## src/hw/ilvl_defs.vh

```
// Constants for the interrupt level assignment block.
// Assumes inclusion by bare name from hw/ files only.
//
// What this block does
// - Group one bits 26:24 hold timer channel 2 level, request line 19.
// - Group one bits 18:16 hold timer channel 1 level, request line 18.
// - Group one bits 10:8 hold external pin 1 level, request line 3.
// - Group one bits 2:0 hold external pin 0 level, request line 2.
// - Group two bits 26:24 hold NAND controller level, request line 21.
// - Group two bits 10:8 hold shared pin 3 / Ethernet level, line 5.
// - Group two bits 2:0 hold external pin 2 level, request line 4.
// - Level 000 disables a source; its request never goes forward.
// - Codes 001 to 111 select active levels 1 to 7 in binary.
// - After reset every level field is 000, all sources disabled.
`ifndef ILVL_DEFS_VH
`define ILVL_DEFS_VH

`define ILVL_ADDR_W        16
`define ILVL_OFF_GRP1      16'hf614
`define ILVL_OFF_GRP2      16'hf618
`define ILVL_OFF_STAT      16'hf640
`define ILVL_OFF_MASK      16'hf644
`define ILVL_NSRC          7
`define ILVL_LVL_W         3
`define ILVL_LVL_OFF       3'h0
`define ILVL_F_HI_LSB      24
`define ILVL_F_MID_LSB     16
`define ILVL_F_LOW1_LSB    8
`define ILVL_F_LOW0_LSB    0
`define ILVL_GRP1_MASK     32'h07070707
`define ILVL_GRP2_MASK     32'h07000707
`define ILVL_SRC_MASK      7'h7f
`define ILVL_ZERO32        32'h00000000
`define ILVL_ZERO7         7'h00
`define ILVL_ZERO21        21'h0
`define ILVL_ZERO25        25'h0
`define ILVL_RESP_OKAY     2'h0
`define ILVL_RESP_SLVERR   2'h2
// Source index order on the source and level ports
`define ILVL_S_EXT0        0
`define ILVL_S_EXT1        1
`define ILVL_S_EXT2        2
`define ILVL_S_EXT3        3
`define ILVL_S_TMR1        4
`define ILVL_S_TMR2        5
`define ILVL_S_NAND        6

`endif

```

## src/hw/ilvl_gate.v

```verilog
// Gating of one source by its level field.
// Assumes the request is synchronous to the system clock.
`include "ilvl_defs.vh"
`default_nettype none

module ilvl_gate (
    input  wire       i_req,
    input  wire [2:0] i_level,
    output wire       o_fwd,
    output wire [2:0] o_level
);
    // Level zero blocks the source
    assign o_fwd   = i_req & (i_level != `ILVL_LVL_OFF);
    assign o_level = o_fwd ? i_level : `ILVL_LVL_OFF;
endmodule

`default_nettype wire

```

## src/hw/ilvl_top.v

```verilog
// Interrupt level assignment: two level registers, event status and mask.
// Assumes an Avalon-MM master on the system clock; sources are synchronous.
//
// Register access over Avalon-MM was decided locally.
`include "ilvl_defs.vh"
`default_nettype none

module ilvl_top (
    input  wire        i_mclk,
    input  wire        i_rst_n,
    input  wire [15:0] i_address,
    input  wire        i_read,
    input  wire        i_write,
    input  wire [31:0] i_writedata,
    input  wire [3:0]  i_byteenable,
    output reg  [31:0] o_readdata,
    output reg         o_waitrequest,
    output reg  [1:0]  o_response,
    input  wire [6:0]  i_src_req,
    output reg  [6:0]  o_src_fwd,
    output reg  [20:0] o_src_level,
    output reg         o_irq
);
    reg  [31:0] grp1_reg;
    reg  [31:0] grp2_reg;
    reg  [6:0]  stat_reg;
    reg  [6:0]  mask_reg;
    reg         done_reg;
    reg  [6:0]  req_dly_reg;
    wire [20:0] lvl_all;
    wire [6:0]  fwd_all;
    wire [20:0] lvl_gated;
    wire        acc;
    wire        hit;
    wire [31:0] bemask;
    wire [6:0]  rise;
    wire [6:0]  stat_next;

    function [31:0] be_expand;
        input [3:0] be;
        begin
            be_expand = {{8{be[3]}}, {8{be[2]}}, {8{be[1]}}, {8{be[0]}}};
        end
    endfunction

    function [2:0] fld;
        input [31:0] r;
        input integer lsb;
        begin
            fld = r[lsb +: 3];
        end
    endfunction

    function valid_addr;
        input [15:0] a;
        begin
            valid_addr = (a == `ILVL_OFF_GRP1) || (a == `ILVL_OFF_GRP2) ||
                         (a == `ILVL_OFF_STAT) || (a == `ILVL_OFF_MASK);
        end
    endfunction

    // Levels per source index
    assign lvl_all[3*`ILVL_S_EXT0 +: 3] = fld(grp1_reg, `ILVL_F_LOW0_LSB);
    assign lvl_all[3*`ILVL_S_EXT1 +: 3] = fld(grp1_reg, `ILVL_F_LOW1_LSB);
    assign lvl_all[3*`ILVL_S_TMR1 +: 3] = fld(grp1_reg, `ILVL_F_MID_LSB);
    assign lvl_all[3*`ILVL_S_TMR2 +: 3] = fld(grp1_reg, `ILVL_F_HI_LSB);
    assign lvl_all[3*`ILVL_S_EXT2 +: 3] = fld(grp2_reg, `ILVL_F_LOW0_LSB);
    assign lvl_all[3*`ILVL_S_EXT3 +: 3] = fld(grp2_reg, `ILVL_F_LOW1_LSB);
    assign lvl_all[3*`ILVL_S_NAND +: 3] = fld(grp2_reg, `ILVL_F_HI_LSB);

    genvar g;
    generate
        for (g = 0; g < `ILVL_NSRC; g = g + 1) begin : gen_gate
            ilvl_gate u_gate (
                .i_req   (i_src_req[g]),
                .i_level (lvl_all[3*g +: 3]),
                .o_fwd   (fwd_all[g]),
                .o_level (lvl_gated[3*g +: 3])
            );
        end
    endgenerate

    assign acc    = (i_read | i_write) & ~done_reg;
    assign hit    = valid_addr(i_address);
    assign bemask = be_expand(i_byteenable);
    // Newly forwarded request is an event
    assign rise   = fwd_all & ~req_dly_reg;
    // Set wins over write-one-to-clear
    assign stat_next = (stat_reg & ~((acc & i_write & hit &
                        (i_address == `ILVL_OFF_STAT)) ? i_writedata[6:0] & bemask[6:0]
                        : `ILVL_ZERO7)) | rise;

    always @(posedge i_mclk or negedge i_rst_n) begin
        if (!i_rst_n) begin
            grp1_reg      <= `ILVL_ZERO32;
            grp2_reg      <= `ILVL_ZERO32;
            stat_reg      <= `ILVL_ZERO7;
            mask_reg      <= `ILVL_ZERO7;
            done_reg      <= 1'b0;
            req_dly_reg   <= `ILVL_ZERO7;
            o_readdata    <= `ILVL_ZERO32;
            o_waitrequest <= 1'b1;
            o_response    <= `ILVL_RESP_OKAY;
            o_src_fwd     <= `ILVL_ZERO7;
            o_src_level   <= `ILVL_ZERO21;
            o_irq         <= 1'b0;
        end else begin
            req_dly_reg <= fwd_all;
            stat_reg    <= stat_next;
            o_src_fwd   <= fwd_all;
            o_src_level <= lvl_gated;
            o_irq       <= |(stat_next & mask_reg);
            // Answer one cycle after request; release next cycle
            done_reg      <= acc;
            o_waitrequest <= ~acc;
            o_response    <= (acc && !hit) ? `ILVL_RESP_SLVERR : `ILVL_RESP_OKAY;
            if (acc && i_write && hit) begin
                case (i_address)
                    `ILVL_OFF_GRP1: begin
                        grp1_reg <= ((grp1_reg & ~bemask) | (i_writedata & bemask))
                                    & `ILVL_GRP1_MASK;
                    end
                    `ILVL_OFF_GRP2: begin
                        grp2_reg <= ((grp2_reg & ~bemask) | (i_writedata & bemask))
                                    & `ILVL_GRP2_MASK;
                    end
                    `ILVL_OFF_MASK: begin
                        mask_reg <= ((mask_reg & ~bemask[6:0]) |
                                     (i_writedata[6:0] & bemask[6:0])) & `ILVL_SRC_MASK;
                    end
                    default: begin
                        mask_reg <= mask_reg;
                    end
                endcase
            end
            if (acc && i_read) begin
                case (i_address)
                    `ILVL_OFF_GRP1: o_readdata <= grp1_reg & `ILVL_GRP1_MASK;
                    `ILVL_OFF_GRP2: o_readdata <= grp2_reg & `ILVL_GRP2_MASK;
                    `ILVL_OFF_STAT: o_readdata <= {`ILVL_ZERO25, stat_reg};
                    `ILVL_OFF_MASK: o_readdata <= {`ILVL_ZERO25, mask_reg};
                    default:        o_readdata <= `ILVL_ZERO32;
                endcase
            end
        end
    end
endmodule

`default_nettype wire

```

## config.mk

```make
export PLATFORM = sky130hd
export DESIGN_NAME = ilvl_top
export DESIGN_NICKNAME = d
export VERILOG_FILES = /design/src/hw/ilvl_gate.v /design/src/hw/ilvl_top.v
export VERILOG_INCLUDE_DIRS = /design/src /design/src/hw
export SDC_FILE = /design/constraint.sdc
export NUM_CORES = 1
export LEC_CHECK = 0
export ABC_AREA = 0
export BUFFER_PORTS_ARGS = -buffer_cell sky130_fd_sc_hd__buf_2
export CAP_MARGIN = 20
export CORE_AREA = 2 2 86 88
export DETAILED_ROUTE_END_ITERATION = 8
export DIE_AREA = 0 0 88 90
export GPL_TIMING_DRIVEN = 0
export PLACE_DENSITY_LB_ADDON = 0.08
export SLEW_MARGIN = 5
export SYNTH_ARGS = -nofsm -noshare
export SYNTH_HDL_FRONTEND = slang
export SYNTH_HIERARCHICAL = 1
export SYNTH_SLANG_ARGS = --single-unit
export TNS_END_PERCENT = 50
```

## constraint.sdc

```tcl
create_clock -name i_mclk -period 2.9 [get_ports i_mclk]
set_input_delay 0.145 -clock i_mclk [delete_from_list [all_inputs] [get_ports i_mclk]]
set_output_delay 0.145 -clock i_mclk [all_outputs]
set_load 0.005 [all_outputs]
```

==> Yosys cells after proc, flatten, opt, wreduce, memory -nomap -nowiden <==
Index checks and enable logic that the tools add are counted.
{ "classes": {"bitwise_logic": 30, "eq_ne": 4, "muxes": 10, "n_reduce_logical": 19} }
{ "op_table": {"columns": ["op", "n"], "rows": [
  ["$pmux W27 S4", 1],
  ["$and A27 B27 Y27", 3],
  ["$eq A16 B16 Y1 const B", 4],
  ["$or A27 B27 Y27", 2],
  ["$and A7 B7 Y7", 5],
  ["$not A27 Y27", 1],
  ["$mux W3", 7],
  ["$not A7 Y7", 3],
  ["$reduce_bool A3 Y1", 7],
  ["$or A7 B7 Y7", 2],
  ["$and A1 B1 Y1", 11],
  ["$mux W7", 1],
  ["$reduce_or A7 Y1", 1],
  ["$reduce_and A2 Y1", 3],
  ["$logic_and A1 B1 Y1", 4],
  ["$logic_or A1 B1 Y1", 3],
  ["$mux W2", 1],
  ["$not A1 Y1", 2],
  ["$logic_not A1 Y1", 1],
  ["$or A1 B1 Y1", 1]
]} }
{ "totals": {"ff_bits": 100, "word_cells": 74, "output_inout_bits": 64, "input_bits": 63} }

==> Depth between registers and ports, before layout <==
{ "logic_depth": {"word_depth": 12, "depth_mapped": 6, "mapped_depth_nobuf": 6} }

==> Modules after synthesis <==
Netlist, hierarchy kept.
{ "by_module_without_submodules": {"columns": ["module", "cells_each", "instances", "seq_area_each_um2", "area_each_um2"], "rows": [
  ["ilvl_top", 263, 1, 2078.2, 3393.3],
  ["ilvl_gate", 4, 7, 0.0, 28.8]
]} }

==> Worst setup path after synthesis <==
Ideal clock, no wire load.
{ "synth_path": {"path_type": "input to register", "from": "input i_address[4]", "to": "register (tool-made name)", "t_arrival_ps": 1749, "required_time_ps": 2775, "slack_ps": 1026, "cell_stages": 5, "path_buffers": 1, "setup_time_ps": 125, "path_cell_list": "or4b_4 -> nor4_4 -> and3_2 -> buf_6 -> mux2_2"} }
{ "synth_rtl": {"columns": ["item", "line", "source"], "rows": [
  ["start, declared", "ilvl_top.v:11", "input wire [15:0] i_address,"]
]} }

==> results by group <==
Drt
  – Top Layer Used: met4
  – Met3 wire length: 340 µm
  – Router iterations before antenna repair: 4
  – Vias: around 2600
  – Avg WL per Cell: 14.64 µm
  – 1st-iter DRT viols: 115
  – Detailed-route wire length: 7568 µm
  – Remaining DRCs: 0
  – Number of vias per cell after detailed routing: 4.979
  – WL met2: 3793 µm
  – DRT antenna net count: 0
  – Total routed wire length on the met1 layer: 3328 µm

Finish
  – Filler instances: ~600
  – Ratio of cells with drive above 1 in the final layout: 0.4139
  – Post-layout utilization of the core: 0.6371
  – Final standard cell area without fillers: 4473 µm²
  – Nets@finish: about 480
  – Diodes inserted: 0
  – P&R area growth vs syn: 24.43%

Place
  – Cell area after placement: 4274 µm²
  – Post-DP HPWL: 5610 µm
  – Quantity of I/O buffers inserted on ports: 93
  – GPL Wtd Cong: 0.8175

Worst setup path
  – Count of cells along the worst register-to-register path: 6
  – Worst setup slack for register-to-register paths: 1.15 ns
  – Critical path fanouts, max: 9
  – Data required time of the worst path: 3.13 ns
  – Critical Path Start Type: input port
  – Start-to-end type of the worst setup path: input port to register
  – Critical Path Sink Type: register
  – CP Data Arrival Time: about 2.2 ns
  – Capturing point of the worst reg2reg path: o_irq$_DFF_PN0_

Timing
  – Max transition margin: 0.5598
  – Worst hold slack after final layout: 0.03875 ns
  – Worst-Margin Slew: 0.6553 ns
  – Maximum clock frequency: roughly 520 MHz
  – Unrepaired setup endpoints after global routing: no
  – Max-slew violation total from the final report: 0
  – Hold violation total from the final report: 0
  – Post-route setup TNS: 0 ns
  – Clock skew: 0.009587 ns
  – Number of endpoints failing setup at the final stage: 0
  – Share of the cycle needed by the critical path after routing: 0.6615
  – Final min period: 1.918 ns

Pwr
  – Power share of the sequential group: 0.556
  – Sw frac: 0.2199
  – Pwr/cell area: approximately 470 nW/µm²
  – Combinational share of power: 0.061
  – NetSw: around 460 µW
  – Total power of the final layout: 2.097 mW
  – VDD IR max: 0.2457 mV
  – Static leakage: 2.479 nW
  – Pint: 1.636 mW
  – Clock network fraction of design power: 0.384

Clocking
  – Worst-Skew Late Latency: ~0.35 ns
  – Clock root cell: clkbuf_8
  – Post-CTS Setup Bufs: 0
  – Number of buffers inserted for hold repair after clock tree synthesis: 1
  – Clock transition at the registers of the reported paths: 0.07 ns
  – Clock sink count: 83
  – Clock Path Buffers: 2
  – TritonCTS Buffers: 9
  – Post-cts sizing count: 0
  – Depth of the CTS H-tree: 3
  – CTS tree: yes

Worst hold path
  – Cell depth of the worst min-delay path: 2
  – Type of the most critical hold path: input port to register
  – Hold Path Origin: i_writedata[16]

Global route
  – Wire length of the first global-routing pass: 12450 µm
  – Largest net degree at the start of global routing: 69
  – Gr ovfl total: 0
  – Total routing usage reported by global routing: 0.2060
  – Antenna violations before repair: 0
  – Via count of the first global-routing pass: ~2500

Yosys
  – Synthesis Warnings: 6
  – Count leader, synth: dfrtp_1
  – Share of Yosys cell area claimed by the top area cell type: 0.5708
  – Distinct cell type count after synthesis: 33
  – Area of the mapped netlist: 3595 µm²
  – Number of enable flip-flop cells after synthesis: 0
  – FFs w/ async S/R, synth: 1.000
  – Top cells by area in the synthesized netlist: dfrtp_1 (57%), mux2_2 (8.8%), o21ai_0 (3.8%), buf_4 (3.6%), a22oi_1 (3.3%)
  – Leading register cell type out of synthesis: dfrtp_1
  – Avg Cell Area, Syn: 12.35 µm²
  – Proportion of synthesized chip area in sequential cells: 0.5781
  – Post-synthesis register bit count: 83
  – Synthesized instance count: 291
  – Cell types with the highest counts after synthesis: dfrtp_1 (82), mux2_2 (28), o21ai_0 (27)
  – Post-synth top area cell: dfrtp_1

Floorplanning
  – Vertical extent of the die: 90 µm
  – Core area: 7020 µm²
  – Number of standard-cell rows in the floorplan: 31
  – Area of the die: roughly 8000 µm²
  – Number of top-level pins: 127
  – Initial cell density of the core: 0.5120
  – Chip width: 88 µm

Run status
  – Run status: completed

Run
  – Max-cap violations: 0
power by group through the flow:
stage / registers, mW / clock network (mW) / logic, mW
after CTS: 1.16 / 0.820 / 0.129
after global routing: 1.17 / 0.874 / 0.144
after global placement: 1.19 / 0 / 0.120
final: 1.16 / 0.804 / 0.128
after detailed placement: 1.19 / 0 / 0.127
after floorplan: 1.19 / 0 / 0.0456
worst max-delay path, cell delays in order:
cell and delay [ns]:
buf_2 0.11, or4b_1 0.63, nor4_4 0.50, and3_2 0.30
buf_6 0.14, mux2_2 0.33
per-stage QoR:
step / setup WS (ns) / instances
after global routing: 0.8936 / 517
after global placement: 0.6735 / 499
after CTS: 1.003 / 517
after detailed placement: 0.6455 / 500
final: 0.9816 / 517
after floorplan: 1.026 / 307
cells by family (layout without fill, tap and decap cells):
group           after synthesis  after routing  share of synthesized area
simple gates                 92             92                     0.1692
flops                        83             83                     0.5781
compound gates               61             61                     0.1124
mux                          28             28                    0.08771
buf+inv                      26            137                    0.05151
other cells                   1             17                   0.001043
layout make-up:
class                      instances  area, µm²  area share
sequential                        83       2078      0.4646
tap                               99      123.9     0.02769
timing repair buffer              95      505.5      0.1130
multi-input combinational        198       1391      0.3110
clock buffer                      13      148.9     0.03329
clock inverter                     3      40.04    0.008951
inverter                           1      3.754   0.0008392
buffer                            25      181.4     0.04056
layout by cell type, fill, tap and decap left out, drive strengths merged:
master / count
buf: 115
dfrtp: 82
mux2: 28
o21ai: 27
nand2: 26
and2: 21
conb: 17
clkbuf: 17
a22oi: 16
nor2b: 15
and3: 9
a21o: 7
o31a: 7
nor4: 4
or4b: 4
nor2: 3
nand4: 3
a22o: 3
or4: 2
clkinv: 2
inv: 1
nand4bb: 1
and4: 1
nand3: 1
o2111ai: 1
nand2b: 1
and2b: 1
bufinv: 1
dlygate4sd3: 1
dfstp: 1
routing by layer:
layer / vias to the layer above / GRT usage
li1: 1255 / -
met1: 1241 / 0.2739
met2: 69 / 0.3314
met3: 9 / 0.04040
met4: 0 / 0.07821
met5: - / 0
worst max-delay path by stage:
stage / start / to / slack (ns)
floorplan: i_address[4] / register / 1.03
global placement: i_address[3] / register / 0.67
detailed placement: i_address[3] / register / 0.65
CTS: i_address[3] / register / 1.00
global route: i_address[3] / register / 0.89
finish: i_address[3] / register / 0.98
Power figures use the tool's default switching activity.
